$ cat src/inc/etd_pkg.sv
// Package for the transmit descriptor control word decoder.
// Assumes one system clock domain; all users import etd_pkg::*.
package etd_pkg;

	// Second descriptor word as software writes it
	typedef struct packed {
		logic        interrupt_on_completion;
		logic        last_segment_flag;
		logic        first_segment_flag;
		logic [1:0]  checksum_insert_ctrl;
		logic        no_crc_append;
		logic        ring_end_flag;
		logic        chained_next_desc;
		logic        no_pad_flag;
		logic        reserved_bit;        // Carried but never read
		logic [10:0] buffer_two_size;
		logic [10:0] buffer_one_size;
	} etd_tx_desc_control_word_t;

	// One buffer fetch request handed to the data mover
	typedef struct packed {
		logic [31:0] addr;
		logic [10:0] size;
		logic        sof;
		logic        eof;
	} etd_fetch_cmd_t;

	localparam int FETCH_CMD_W = $bits(etd_fetch_cmd_t);

	// Checksum insertion encodings
	localparam logic [1:0] CSUM_BYPASS  = 2'h0;
	localparam logic [1:0] CSUM_IPHDR   = 2'h1;
	localparam logic [1:0] CSUM_L4_SEG  = 2'h2;
	localparam logic [1:0] CSUM_L4_FULL = 2'h3;

	localparam logic [10:0] SIZE_ZERO   = 11'h000;
	localparam logic [31:0] ADDR_ZERO   = 32'h0000_0000;

	// Defaults for sizing parameters
	localparam int          FIFO_DEPTH_DEF  = 8;
	localparam logic [31:0] DESC_STRIDE_DEF = 32'h0000_0010;
	localparam int          BUS_BYTES_DEF   = 8;
	localparam int          CQ_DEPTH        = 8;
	localparam logic [3:0]  CQ_CNT_FULL     = 4'h8;
	localparam logic [3:0]  CQ_CNT_ZERO     = 4'h0;
	localparam logic [3:0]  CQ_CNT_ONE      = 4'h1;

	// Sequencer states, Gray coded along idle, buf1, buf2, next
	typedef enum logic [1:0] {
		ST_IDLE = 2'h0,
		ST_BUF1 = 2'h1,
		ST_BUF2 = 2'h3,
		ST_NEXT = 2'h2
	} etd_state_e_t;

endpackage : etd_pkg
$ cat src/design/etd_desc_ctrl.sv
// Transmit descriptor control word decoder and buffer sequencer.
// Assumes descriptor words arrive already fetched, on CLK_SYS_I, and
// that the data mover drains fetch commands and reports frame ends.
`timescale 1ns/1ps
module etd_desc_ctrl #(
	parameter int          FIFO_DEPTH  = etd_pkg::FIFO_DEPTH_DEF,
	parameter logic [31:0] DESC_STRIDE = etd_pkg::DESC_STRIDE_DEF,
	parameter int          BUS_BYTES   = etd_pkg::BUS_BYTES_DEF
) (
	input  wire logic                               CLK_SYS_I,
	input  wire logic                               RST_I,
	input  wire logic                               DESC_VALID_I,
	output logic                                    DESC_READY_O,
	input  wire logic [31:0]                        DESC_ADDR_I,
	input  wire etd_pkg::etd_tx_desc_control_word_t CTRL_WORD_I,
	input  wire logic [31:0]                        BUF1_ADDR_I,
	input  wire logic [31:0]                        BUF2_ADDR_I,
	input  wire logic [31:0]                        LIST_BASE_I,
	output logic                                    NEXT_DESC_VALID_O,
	output logic      [31:0]                        NEXT_DESC_ADDR_O,
	output logic                                    FETCH_VALID_O,
	input  wire logic                               FETCH_READY_I,
	output etd_pkg::etd_fetch_cmd_t                 FETCH_CMD_O,
	input  wire logic                               IS_IPV4_I,
	input  wire logic                               FRAME_DONE_I,
	output logic                                    TX_INT_O,
	output logic                                    CRC_APPEND_O,
	output logic                                    PAD_EN_O,
	output logic                                    CSUM_BYPASS_O,
	output logic                                    IPV4_HDR_CSUM_O,
	output logic                                    L4_CSUM_O,
	output logic                                    L4_PSEUDO_IN_O,
	output logic                                    L4_OVER_IPV6_O
);
	import etd_pkg::*;

	localparam logic [31:0] ALIGN_MASK = ~(32'(BUS_BYTES) - 32'h0000_0001);
	localparam int          CQ_AW      = $clog2(CQ_DEPTH);

	typedef struct packed {
		etd_state_e_t              fsm;
		etd_tx_desc_control_word_t word;
		logic [31:0]               buf1_addr;
		logic [31:0]               buf2_addr;
		logic [31:0]               cur_addr;
		logic [31:0]               next_addr;
		logic                      next_valid;
		logic                      crc_append;
		logic                      pad_en;
		logic [1:0]                csum_mode;
		logic                      csum_bypass;
		logic                      ip_hdr;
		logic                      l4;
		logic                      l4_pseudo;
		logic                      l4_v6;
		logic [CQ_DEPTH-1:0]       cq_irq;
		logic [3:0]                cq_cnt;
		logic                      tx_int;
	} etd_state_t;

	etd_state_t     st_r;
	etd_state_t     st_nxt;
	etd_fetch_cmd_t cmd;
	logic           push;
	logic           push_ok;
	logic           fifo_ready;
	logic           take;
	logic           b1_skip;
	logic           b2_use;
	logic           pop_done;
	logic           push_eof;
	logic [3:0]     cnt_after_pop;

	// A zero size skips buffer one; chaining hides buffer two entirely
	assign b1_skip = (st_r.word.buffer_one_size == SIZE_ZERO);
	assign b2_use  = !st_r.word.chained_next_desc &&
		(st_r.word.buffer_two_size != SIZE_ZERO);

	assign DESC_READY_O = (st_r.fsm == ST_IDLE);
	assign take         = DESC_VALID_I && DESC_READY_O;

	// Build the fetch command for whichever buffer is current
	always_comb
	begin
		cmd  = '0;
		push = 1'b0;
		if (st_r.fsm == ST_BUF1 && !b1_skip)
		begin
			cmd.addr = st_r.buf1_addr;
			cmd.size = st_r.word.buffer_one_size;
			cmd.sof  = st_r.word.first_segment_flag;
			cmd.eof  = st_r.word.last_segment_flag && !b2_use;
			push     = 1'b1;
		end
		else if (st_r.fsm == ST_BUF2 && b2_use)
		begin
			cmd.addr = st_r.buf2_addr;
			cmd.size = st_r.word.buffer_two_size;
			cmd.sof  = st_r.word.first_segment_flag && b1_skip;
			cmd.eof  = st_r.word.last_segment_flag;
			push     = 1'b1;
		end
	end

	// A frame end needs a completion slot, so a full queue stalls it
	assign push_eof = push && cmd.eof;
	assign push_ok  = push && fifo_ready && !(push_eof && st_r.cq_cnt == CQ_CNT_FULL);
	assign pop_done = FRAME_DONE_I && (st_r.cq_cnt != CQ_CNT_ZERO);
	assign cnt_after_pop = pop_done ? st_r.cq_cnt - CQ_CNT_ONE : st_r.cq_cnt;

	// Sequencer, frame configuration and completion queue
	always_comb
	begin
		st_nxt            = st_r;
		st_nxt.next_valid = 1'b0;
		st_nxt.tx_int     = 1'b0;
		unique case (st_r.fsm)
			ST_IDLE:
			begin
				if (take)
				begin
					// Reserved bit rides along in the word; nothing decodes it
					st_nxt.word      = CTRL_WORD_I;
					st_nxt.buf1_addr = BUF1_ADDR_I;
					st_nxt.buf2_addr = BUF2_ADDR_I;
					st_nxt.cur_addr  = DESC_ADDR_I;
					st_nxt.fsm       = ST_BUF1;
					// Frame options only taken from a first segment
					if (CTRL_WORD_I.first_segment_flag)
					begin
						st_nxt.pad_en     = !CTRL_WORD_I.no_pad_flag;
						st_nxt.crc_append = !CTRL_WORD_I.no_crc_append ||
							!CTRL_WORD_I.no_pad_flag;
						st_nxt.csum_mode  = CTRL_WORD_I.checksum_insert_ctrl;
					end
				end
			end
			ST_BUF1:
			begin
				if (b1_skip || push_ok)
					st_nxt.fsm = ST_BUF2;
			end
			ST_BUF2:
			begin
				if (!b2_use || push_ok)
					st_nxt.fsm = ST_NEXT;
			end
			ST_NEXT:
			begin
				// Ring end first, then chain pointer, else contiguous list
				if (st_r.word.ring_end_flag)
					st_nxt.next_addr = LIST_BASE_I;
				else if (st_r.word.chained_next_desc)
					st_nxt.next_addr = st_r.buf2_addr & ALIGN_MASK;
				else
					st_nxt.next_addr = st_r.cur_addr + DESC_STRIDE;
				st_nxt.next_valid = 1'b1;
				st_nxt.fsm        = ST_IDLE;
			end
		endcase

		// Checksum controls follow the latched mode and the parser's version
		st_nxt.csum_bypass = (st_nxt.csum_mode == CSUM_BYPASS);
		st_nxt.ip_hdr      = (st_nxt.csum_mode != CSUM_BYPASS) && IS_IPV4_I;
		st_nxt.l4          = (st_nxt.csum_mode == CSUM_L4_SEG) ||
			(st_nxt.csum_mode == CSUM_L4_FULL);
		st_nxt.l4_pseudo   = (st_nxt.csum_mode == CSUM_L4_SEG);
		st_nxt.l4_v6       = st_nxt.l4 && !IS_IPV4_I;

		// In-order completion queue: shift out on done, append on frame end
		if (pop_done)
		begin
			st_nxt.tx_int = st_r.cq_irq[0];
			st_nxt.cq_irq = {1'b0, st_r.cq_irq[CQ_DEPTH-1:1]};
		end
		if (push_ok && push_eof)
		begin
			st_nxt.cq_irq[cnt_after_pop[CQ_AW-1:0]] =
				st_r.word.interrupt_on_completion;
			st_nxt.cq_cnt = cnt_after_pop + CQ_CNT_ONE;
		end
		else
			st_nxt.cq_cnt = cnt_after_pop;
	end

	always_ff @(posedge CLK_SYS_I or posedge RST_I)
	begin
		if (RST_I)
		begin
			st_r     <= '0;
			st_r.fsm <= ST_IDLE;
		end
		else
			st_r <= st_nxt;
	end

	// Commands buffered so descriptor decode runs ahead of the data mover
	etd_fifo #(
		.WIDTH (FETCH_CMD_W),
		.DEPTH (FIFO_DEPTH)
	) u_fifo (
		.clk_i       (CLK_SYS_I),
		.rst_i       (RST_I),
		.in_valid_i  (push_ok),
		.in_ready_o  (fifo_ready),
		.in_data_i   (cmd),
		.out_valid_o (FETCH_VALID_O),
		.out_ready_i (FETCH_READY_I),
		.out_data_o  (FETCH_CMD_O)
	);

	// Registered outputs
	assign NEXT_DESC_VALID_O = st_r.next_valid;
	assign NEXT_DESC_ADDR_O  = st_r.next_addr;
	assign TX_INT_O          = st_r.tx_int;
	assign CRC_APPEND_O      = st_r.crc_append;
	assign PAD_EN_O          = st_r.pad_en;
	assign CSUM_BYPASS_O     = st_r.csum_bypass;
	assign IPV4_HDR_CSUM_O   = st_r.ip_hdr;
	assign L4_CSUM_O         = st_r.l4;
	assign L4_PSEUDO_IN_O    = st_r.l4_pseudo;
	assign L4_OVER_IPV6_O    = st_r.l4_v6;
endmodule : etd_desc_ctrl

$ cat src/design/etd_fifo.sv
// Synchronous FIFO with valid/ready on both sides.
// Assumes a single clock; write and read may happen in one cycle.
`timescale 1ns/1ps
module etd_fifo #(
	parameter int WIDTH = 8,
	parameter int DEPTH = 8
) (
	input  wire logic             clk_i,
	input  wire logic             rst_i,
	input  wire logic             in_valid_i,
	output logic                  in_ready_o,
	input  wire logic [WIDTH-1:0] in_data_i,
	output logic                  out_valid_o,
	input  wire logic             out_ready_i,
	output logic      [WIDTH-1:0] out_data_o
);
	localparam int AW = (DEPTH > 1) ? $clog2(DEPTH) : 1;

	typedef struct packed {
		logic [AW-1:0] wptr;
		logic [AW-1:0] rptr;
		logic [AW:0]   count;
	} etd_fifo_state_t;

	logic [WIDTH-1:0] mem [DEPTH];
	etd_fifo_state_t  st_r;
	etd_fifo_state_t  st_nxt;
	logic             do_wr;
	logic             do_rd;

	// Full and empty come straight from the occupancy count
	assign in_ready_o  = (st_r.count != (AW+1)'(DEPTH));
	assign out_valid_o = (st_r.count != '0);
	assign out_data_o  = mem[st_r.rptr];
	assign do_wr       = in_valid_i && in_ready_o;
	assign do_rd       = out_valid_o && out_ready_i;

	// Pointer wrap handled explicitly so non power of two depths work
	always_comb
	begin
		st_nxt = st_r;
		if (do_wr)
			st_nxt.wptr = (st_r.wptr == AW'(DEPTH-1)) ? '0 : st_r.wptr + AW'(1);
		if (do_rd)
			st_nxt.rptr = (st_r.rptr == AW'(DEPTH-1)) ? '0 : st_r.rptr + AW'(1);
		if (do_wr && !do_rd)
			st_nxt.count = st_r.count + (AW+1)'(1);
		else if (do_rd && !do_wr)
			st_nxt.count = st_r.count - (AW+1)'(1);
	end

	always_ff @(posedge clk_i or posedge rst_i)
	begin
		if (rst_i)
			st_r <= '0;
		else
			st_r <= st_nxt;
	end

	// Storage has no reset; only entries below count are ever read
	always_ff @(posedge clk_i)
	begin
		if (do_wr)
			mem[st_r.wptr] <= in_data_i;
	end

endmodule : etd_fifo

$ cat config.mk
export PLATFORM = sky130hd
export DESIGN_NAME = etd_desc_ctrl
export DESIGN_NICKNAME = d
export VERILOG_FILES = /design/src/inc/etd_pkg.sv /design/src/design/etd_desc_ctrl.sv /design/src/design/etd_fifo.sv
export SDC_FILE = /design/constraint.sdc
export NUM_CORES = 1
export LEC_CHECK = 0
export BUFFER_PORTS_ARGS = -buffer_cell sky130_fd_sc_hd__buf_2
export CORE_MARGIN = 4
export CORE_UTILIZATION = 53
export DETAILED_ROUTE_END_ITERATION = 8
export PLACE_DENSITY = 0.71
export SETUP_SLACK_MARGIN = 0.3
export SLEW_MARGIN = 15
export SYNTH_ARGS = -nofsm -noshare
export SYNTH_HDL_FRONTEND = slang
export SYNTH_SLANG_ARGS = --single-unit
$ cat constraint.sdc
create_clock -name CLK_SYS_I -period 15.4 [get_ports CLK_SYS_I]
set_input_delay 0.77 -clock CLK_SYS_I [delete_from_list [all_inputs] [get_ports CLK_SYS_I]]
set_output_delay 0.77 -clock CLK_SYS_I [all_outputs]
set_load 0.03 [all_outputs]
# After elaboration in Yosys (flattened, before gate mapping)
# Memory sizes are Yosys's and may differ from the RTL's.
# Cells that the tools add are included.
[word_totals] ff_bits=195 latchBits=0 ramBits=360 romBits=0 input_bits=166 word_cells=124 memories=1
[classes] add_sub_neg=7 multipliers=0 div_mod_pow=0 n_lt_le_gt_ge=2 eq_ne=12 shift=0 mux=28 bitwise_logic=0 n_reduce_logical=43
[memory_table] name="u_fifo.mem" words=8 word_bits=45 rd=1 rd_clocked_by_memory_dff=0 wr=1 line="etd_fifo.sv:25" source="logic [WIDTH-1:0] mem [DEPTH];"
[ops] cell="$mux 130" n=1
[ops] cell="$mux 45" n=2
[ops] cell="$mux 32" n=2
[ops] cell="$add 32x5->32 const B" n=1
[ops] cell="$logic_and 1x1->1" n=19
[ops] cell="$mux 4" n=4
[ops] cell="$mux 8" n=2
[ops] cell="$logic_not 11->1" n=1
[ops] cell="$reduce_bool 11->1" n=1
[ops] cell="$mux 2" n=5
[ops] cell="$logic_not 1->1" n=9
[ops] cell="$add 4x1->4 const B" n=2
[ops] cell="$bwmux 8" n=1
[ops] cell="$eq 2x2->1 const B" n=4
[ops] cell="$pmux 2 s4" n=1
[ops] cell="$reduce_bool 4->1" n=2
[ops] cell="$sub 4x1->4 const B" n=2
[ops] cell="$mux 1" n=7
[ops] cell="$add 3x1->3 const B" n=2
[ops] cell="$eq 3x3->1 const B" n=2
[ops] cell="$mux 3" n=2
[ops] cell="$ne 2x1->1 const B" n=3
[ops] cell="$reduce_and 3->1" n=2
[ops] cell="$eq 4x4->1 const B" n=1
[ops] cell="other kinds (9)" n=14

# Depth between registers and ports, before layout
# Gate-level depths: netlist (run 1).
[logic_depth] depth_word=14 ltp_mapped=16 ltp_nobuf=14

# Hierarchy
# A second synthesis (run 1) with hierarchy kept.
[hier_totals] hier_cells=1330 hier_area_um2=22913.2
[modules_own_cells] mod="etd_fifo" instances=1 cells_each=584 area_per_inst_um2=14168.6
[modules_own_cells] mod="etd_desc_ctrl" instances=1 cells_each=746 area_per_inst_um2=8744.6

# Least setup slack after synthesis (run 1)
# OpenSTA, ideal clock, no wires.
[synth_path] path_type="register to register" startpoint="register st_r[1] (netlist bit)" endpoint="memory u_fifo.mem[4][0] (netlist bit), enable pin" setup_ps=561 arrival_ps=5885 path_slack_ps=8954 stages_incl_launch_ff=10 period_less_slack_ps=6446 cell_sequence="dfrtp_1 clkbuf_1 inv_1 ha_1 and3b_1 nand2_1 o21a_1 o21a_1 buf_6 nor4bb_1"
[synth_via] elab_chain_len=7
[synth_lines] item="start, declared" line="etd_desc_ctrl.sv:61" source="etd_state_t st_r;"
[synth_lines] item="start signal, assigned" line="etd_desc_ctrl.sv:194" source="st_r <= st_nxt;"
[synth_lines] item="$eq 4x4->1" line="etd_desc_ctrl.sv:107" source="assign push_ok = push && fifo_ready && !(push_eof && st_r.cq_cnt == CQ_CNT_FULL);"
[synth_lines] item="$logic_and 1x1->1" line="etd_desc_ctrl.sv:107"
[synth_lines] item="$logic_not 1->1" line="etd_desc_ctrl.sv:107"
[synth_lines] item="$logic_and 1x1->1" line="etd_desc_ctrl.sv:107"
[synth_lines] item="$logic_and 1x1->1" line="etd_fifo.sv:35" source="assign do_wr = in_valid_i && in_ready_o;"
[synth_lines] item="named net u_fifo.do_wr" line="etd_fifo.sv:28" source="logic do_wr;"
[synth_lines] item="$mux 1" line="etd_fifo.sv:63" source="if (do_wr)"
[synth_lines] item="$mux 1 (not written as such)" line="etd_fifo.sv:64" source="mem[st_r.wptr] <= in_data_i;"
[synth_lines] item="end, declared" line="etd_fifo.sv:25"
# The timed path passes the listed nets, and every way through them passes these cells.

==> results by group, run 1 <==
Clock network
  • Max clock buf depth: 3
  • Number of H-tree levels: 2
  • Sink Count: 550
  • Cell at the root of the clock tree: clkbuf_16
  • CTS buffer count: 52
  • Post-CTS Hold Buffers: 0
  • Post-CTS resize count: 0
  • Reg clk slew, reported paths: 0.06 ns
  • Worst-Skew Late Latency: about 0.60 ns
  • CTS tree: built
  • Setup Buffers After CTS: 0

Synthesis
  • Post-synth top area share: 0.4698
  • Post-synthesis register bit count: 550
  • Synth Flop Type: edfxtp_1
  • Mean post-synth cell area: 16.92 um2
  • YS warnings: 0
  • Area contributors post-synth: edfxtp_1, dfrtp_1, mux4_2
  • Sequential fraction of the synthesis area: 0.6765
  • Yosys top cell by area: edfxtp_1
  • Count leader, synth: edfxtp_1
  • Syn Inst Count: ~1,400
  • Post-synth EDFFs: 360
  • Post-synth ARST share: 0.3455
  • Top cells by count, synth: edfxtp_1, dfrtp_1, mux2_2, mux4_2, nand2_1
  • Post-Syn Nets: 1,537
  • Mapped Area: 23,010 um2
  • Unique masters post-synth: 69

STA
  • Worst slew margin: 0.2449
  • Fin Setup TNS: 0 ns
  • Final hold violation count: 0
  • Final Skew: roughly 0.014 ns
  • Final setup viols: 0
  • RSZ-0062 raised after global routing: false
  • Worst-Margin Slew: between 1 and 1.5 ns
  • Final Cycle Share: 0.2788
  • Fin crit period: 4.294 ns
  • Max Clk Rate: between 200 and 250 MHz
  • Min Hold Slack: 0.3191 ns
  • Max-slew violations: 0

Die
  • Number of I/O pins: 254
  • Core box area: about 43,000 um2
  • Die H: around 220 um
  • Site row count: 76
  • Die area: 46,810 um2
  • Starting Density: 0.5353
  • Die width: approximately 220 um

Worst setup path
  • Worst Setup Path Type: reg -> out
  • CP Capture Type: output port
  • Cell Chain, Critical Path: buf_4 -> buf_16 -> mux4_2 -> mux2_2 -> buf_2
  • R2R depth: 12
  • RR Endpoint: u_fifo.st_r[3]
  • Critical path peak fanout: 42
  • Critical path's slowest cell: dfrtp_4
  • Startpoint types: flop
  • Worst path arrival time: 3.52 ns
  • Worst path required time: 14.63 ns
  • Reg2Reg Launch Point: st_r[184]
  • Worst path max stage delay: around 0.94 ns
  • Worst reg2reg setup slack: approximately 12 ns

Global route
  • First-pass GRT wire length: 80,020 um
  • Grt ovf: 0
  • Largest net degree at the start of global routing: 117
  • All-Layer GR Usage: 0.2234
  • Vias in the first global route: 13,340
  • Initial antenna violation count: 20

Route
  • First DRT Iteration DRCs: 1,074
  • Wire per inst: 23.57 um
  • DR pass1 iterations: 5
  • Routed Antenna Nets: 0
  • DRC Markers: 0
  • Via density: 5.854
  • Detailed-route via count: 12,956
  • Post-Route WL: 52,160 um

Pwr
  • Pwr dens: 231.0 nW/um2
  • Leakage: 0.009911 uW
  • Peak supply drop: 135.9 uV

Job
  • Max Cap Viol: 0

Hold path
  • HP Class: in -> async

Placement
  • Gpl congestion: roughly 0.84
  • Detailed placer's ending HPWL: 32,330 um
  • I/O Buffers: about 250
  • Dpl cell area: 24,620 um2

Cells and area
  • Final instance area: 26,320 um2
  • Core Util, Final: 0.6123
  • Area Growth Syn to Fin: 14.38%
  • Final nets: 1,752
  • Fraction of final layout cells sized beyond drive strength 1: 0.3853

Status
  • Status: finished, final reports clean
worst max-delay path: cells and delay by family (launching register included):
kind / cells / cell delay (ns)
flops: 1 / 0.94
buf+inv: 3 / 1.04
mux: 2 / 0.86
power breakdown:
part	total, uW	internal, uW	switching [uW]
sequential	2550	2230	317
clock	1240	708	529
combinational	2290	927	1370
registers in the layout, summed over array words and instances, names as in the netlist:
signal             flops
NEXT_DESC_ADDR_O      32
L4_PSEUDO_IN_O         1
u_fifo.mem           360
L4_CSUM_O              1
L4_OVER_IPV6_O         1
IPV4_HDR_CSUM_O        1
CRC_APPEND_O           1
u_fifo.st_r           10
CSUM_BYPASS_O          1
NEXT_DESC_VALID_O      1
TX_INT_O               1
PAD_EN_O               1
st_r                 139
cell usage in the layout (no fill, tap or decap), types with 20 or more instances in the layout:
cell	instances
a21oi_1	38
mux2i_1	20
and3_1	23
mux2_2	168
a22o_1	43
dfrtp_1	187
o21ai_0	33
clkbuf_16	52
nor2_1	30
buf_2	252
nand2_1	51
mux4_2	90
edfxtp_1	360
final cells by class:
type	count	area [um2]
fill	3224	16660
sequential	550	15570
multi-input combinational	686	6873
clock buffer	69	1409
timing repair buffer	267	1394
tap	585	732.0
clock inverter	27	234.0
inverter	18	75.07
antenna	11	27.53
how the worst max path moves through the flow:
stage	cells past startpoint	startpoint	slack [ns]	endpoint
after floorplan	9	st_r[1]	8.95	u_fifo.mem[4][0]
after global placement	4	u_fifo.st_r[4]	11.46	FETCH_CMD_O[35]
after detailed placement	4	u_fifo.st_r[4]	11.46	FETCH_CMD_O[31]
after CTS	4	u_fifo.st_r[4]	10.80	FETCH_CMD_O[39]
after global routing	5	u_fifo.st_r[4]	10.80	FETCH_CMD_O[28]
final	5	u_fifo.st_r[4]	11.11	FETCH_CMD_O[28]
stage by stage:
| stage | total power, uW | std cells | worst slack (ns) |
|---|---|---|---|
| after floorplan | 4222 | 1360 | 8.954 |
| after global placement | 4804 | 2105 | 11.46 |
| after detailed placement | 4877 | 2105 | 11.46 |
| after CTS | 6127 | 2201 | 10.80 |
| after global routing | 6414 | 2208 | 10.80 |
| final | 6080 | 2213 | 11.11 |
per-layer routing:
layer	vias to the layer above	GRT usage	part of all wire
met3	90	0.06015	0.073
met4	20	0.05505	0.020
met2	443	0.3503	0.48
li1	5769	-	-
met1	6634	0.3180	0.43
met5	-	0	0.0025
cell families after synthesis:
logic type | share of synthesized area
buffers and inverters | 0.02708
AO/OA/AOI/OAI | 0.05313
flip-flops | 0.6765
multiplexers | 0.1805
AND/OR/NAND/NOR | 0.04818
adder cells (fa/ha/maj) | 0.006308
XOR/XNOR | 0.008374
(Power assumes the default switching activity.)
==> inputs of run 2 (changes only) <==
ABC_AREA = 1   (was not set)
PLACE_DENSITY = 0.74   (was 0.71)
clock period = 3.78 ns   (was 15.4 ns; I/O delays follow)
==> run 2 against run 1 <==
  * Area after synthesis grew 3.7%
  * Design area grew 9.9%
  * Clock-buffer cell count shrank 3
  * Combinational power grew to 4.7 times the previous value
  * Synthesized cell count grew 74%
  * Sequential power grew to 3.8 times the previous value
  * Largest cell class unchanged
  * Die area grew 3.5%
  * Register-to-register slack lost 11 ns
  * Flip-flop and latch count is the same
  * Critical path depth grew 2
==> results by group, run 2 <==
Cells and area
  • Final instance area: 28,930 um2 (+9.9%)
  • Fraction of final layout cells sized beyond drive strength 1: 0.1574 (-0.2279)
  • Number of flip-flops in the largest register: 360 (unchanged)
  • Final nets: 2,890 (+65%)
  • Top reg by flops: u_fifo.mem
  • Area Growth Syn to Fin: 21.28%
  • Filler instances: 3,173 (-1.6%)
  • Most common cell after layout, fill and taps aside: nand2_1
  • Most frequent cells in the layout: nand2_1, nor2_1, edfxtp_1

Global route
  • Grt ovf: 0 (unchanged)
  • All-Layer GR Usage: 0.2700 (+0.04656)
  • Routing usage on met3: 0.04133 (-0.01882)
  • M1 GR Usage: 0.3694 (+0.05140)
  • Vias in the first global route: 18,663 (+40%)
  • First-pass GRT wire length: 102,400 um (+28%)
  • Most Crowded Layer GR: met2
  • Largest net degree at the start of global routing: 183 (+56%)
  • Initial antenna violation count: 2 (-90%)
  • GR met2 Demand/Resource: 0.4415 (+0.09119)

STA
  • Fin Setup TNS: 0 ns (unchanged)
  • Max Clk Rate: 318.5 MHz
  • Final hold violation count: 0 (unchanged)
  • Final Cycle Share: 0.8306
  • Final setup viols: 0 (unchanged)
  • Final Skew: 0.02575 ns (+0.01133 ns)
  • RSZ-0062 raised after global routing: false
  • Max-slew violations: 0 (unchanged)
  • Worst slew margin: 0.1703 (-0.07465)
  • Worst-Margin Slew: 1.232 ns (+0.09895 ns)
  • Fin crit period: about 3.1 ns

Pwr
  • Net Sw Frac: 0.4259 (+0.06210)
  • Clock Power Share: 0.206 (+0.003)
  • Psw: 10,910 uW (+390%)
  • Peak supply drop: 633.5 uV (+370%)
  • Combinational fraction of design power: 0.419 (+0.042)
  • Leakage: 0.01175 uW (+19%)
  • Cell Int Power: 14,710 uW (+280%)
  • Pwr dens: 885.8 nW/um2 (+280%)
  • Flop pwr share: 0.375 (-0.044)

Worst setup path
  • Worst path arrival time: 2.95 ns (-0.57 ns)
  • CP Capture Type: output port
  • Worst reg2reg setup slack: 0.79 ns (-10.78 ns)
  • Critical path peak fanout: 78 (+86%)
  • Startpoint types: flop
  • Worst Setup Path Type: reg -> out
  • Cell Chain, Critical Path: inv_4 -> buf_12 -> o21ai_0 -> o22ai_1 -> nor2_1 -> a31oi_1 -> buf_2
  • Critical path's slowest cell: inv_4
  • Worst path max stage delay: 0.53 ns (-0.41 ns)
  • Worst path required time: 3.59 ns (-11.04 ns)

Synthesis
  • Unique masters post-synth: 43 (-38%)
  • Post-synth EDFFs: 360 (unchanged)
  • Post-synthesis register bit count: 550 (unchanged)
  • Mapped Area: 23,850 um2 (+3.7%)
  • Count leader, synth: nand2_1
  • Yosys top cell by area: edfxtp_1
  • Sequential fraction of the synthesis area: 0.6525 (-0.02392)
  • Post-synth top area share: 0.4532 (-0.01661)
  • Post-synth ARST share: 0.3455 (unchanged)
  • YS warnings: 0 (unchanged)
  • Top cells by count, synth: nand2_1, nor2_1, edfxtp_1, o21ai_0, dfrtp_1
  • Syn Inst Count: 2,368 (+74%)
  • Synth Flop Type: edfxtp_1
  • Area contributors post-synth: edfxtp_1, dfrtp_1, nand2_1
  • Mean post-synth cell area: 10.07 um2 (-40%)
  • Post-Syn Nets: 2,545 (+66%)

Route
  • Routed Antenna Nets: 0 (unchanged)
  • First DRT Iteration DRCs: 1,993 (+86%)
  • DR pass1 iterations: 6 (+1)
  • Detailed-route via count: 18,807 (+45%)
  • Post-Route WL: 65,800 um (+26%)
  • Via density: 5.612 (-4.1%)
  • DRC Markers: 0 (unchanged)
  • Wire per inst: 19.64 um (-17%)

Clock network
  • Number of H-tree levels: 2 (unchanged)
  • CTS buffer count: 52 (unchanged)
  • Reg clk slew, reported paths: 0.06 ns (about the same)
  • CTS tree: built
  • Sink Count: 550 (unchanged)
  • Worst-Skew Late Latency: 0.59 ns (about the same)
  • Cell at the root of the clock tree: clkbuf_16
  • Max clock buf depth: 3 (unchanged)

Die
  • Starting Density: 0.5382 (+0.002887)
  • Number of I/O pins: 254 (unchanged)
  • Die area: 48,460 um2 (+3.5%)
  • Core box area: 44,320 um2 (+3.1%)
  • Die H: 220.1 um (+1.7%)
  • Site row count: 77 (+1.3%)
  • Die width: 220.1 um (+1.7%)

Placement
  • Gpl congestion: 0.9497 (+13%)
  • Dpl cell area: 25,510 um2 (+3.6%)
  • I/O Buffers: 252 (unchanged)
  • Detailed placer's ending HPWL: 38,890 um (+20%)

Job
  • Max Cap Viol: 0 (unchanged)

Hold path
  • HP Class: in -> reg

Status
  • Status: finished, final reports clean
## run 2: cell families after synthesis
family                     share of synthesized area
and+or+nand+nor                               0.1760
DFF                                           0.6525
AOI/OAI and AO/OA                             0.1097
buffers and inverters                        0.05057
xor gates and xnor gates                    0.005141
adders and majority gates                   0.006085
## run 2: layout make-up
| cell class | instances | area [um2] | area share |
|---|---|---|---|
| antenna | 2 | 5.005 | 0.0001730 |
| sequential | 550 | 15570 | 0.5382 |
| multi-input combinational | 1550 | 7124 | 0.2463 |
| timing repair buffer | 449 | 3318 | 0.1147 |
| inverter | 110 | 421.7 | 0.01458 |
| clock inverter | 32 | 312.8 | 0.01081 |
| clock buffer | 66 | 1435 | 0.04961 |
| tap | 592 | 740.7 | 0.02561 |
## run 2: what timing repair did
item	in CTS	in global routing
buffers inserted	0	0
gates resized for setup	0	0
hold buffers	166	0
endpoints found under the hold margin	197	0
## run 2: metrics by stage
step / hold WS [ns] / std cells / util / power [uW] / worst slack, ns
floorplan: 0.2554 / 2368 / - / 16850 / 0.8437
global placement: 0.3581 / 3085 / 0.5757 / 19680 / 0.9296
detailed placement: 0.3563 / 3085 / 0.5757 / 20050 / 0.8244
CTS: 0.02547 / 3349 / 0.6526 / 25470 / 0.6171
global route: 0.05719 / 3351 / 0.6527 / 27150 / 0.4640
finish: 0.05913 / 3351 / 0.6527 / 25620 / 0.6402
## run 2: routing by layer
layer,wire (um),vias to the layer above
li1,-,8678
met1,26210,8966
met2,31590,997
met3,5461,166
met4,2542,0
met5,0,-
## run 2: worst paths after layout
check	depth (start not counted)	end	from
min	3	TX_INT_O	FRAME_DONE_I
max	7	FETCH_CMD_O[20]	u_fifo.st_r[4]
max in group asynchronous	4	st_r[8]	RST_I
min reg2reg	2	st_r[149]	st_r[149]
max reg2reg	19	u_fifo.st_r[3]	st_r[1]
min in group asynchronous	3	st_r[56]	RST_I
## run 2: power by group through the flow
stage	clock network [uW]	logic, uW	registers, uW
after floorplan	0	7390	9460
after global placement	0	10100	9590
after detailed placement	0	10400	9660
after CTS	5330	10600	9560
after global routing	5620	11800	9750
final	5280	10700	9620
## run 2: critical path, delay by kind of cell (launching register included)
| kind | cells | cell delay [ns] |
|---|---|---|
| buf+inv | 3 | 1.16 |
| compound gates | 3 | 0.59 |
| simple gates | 1 | 0.05 |
| flops | 1 | 0.50 |
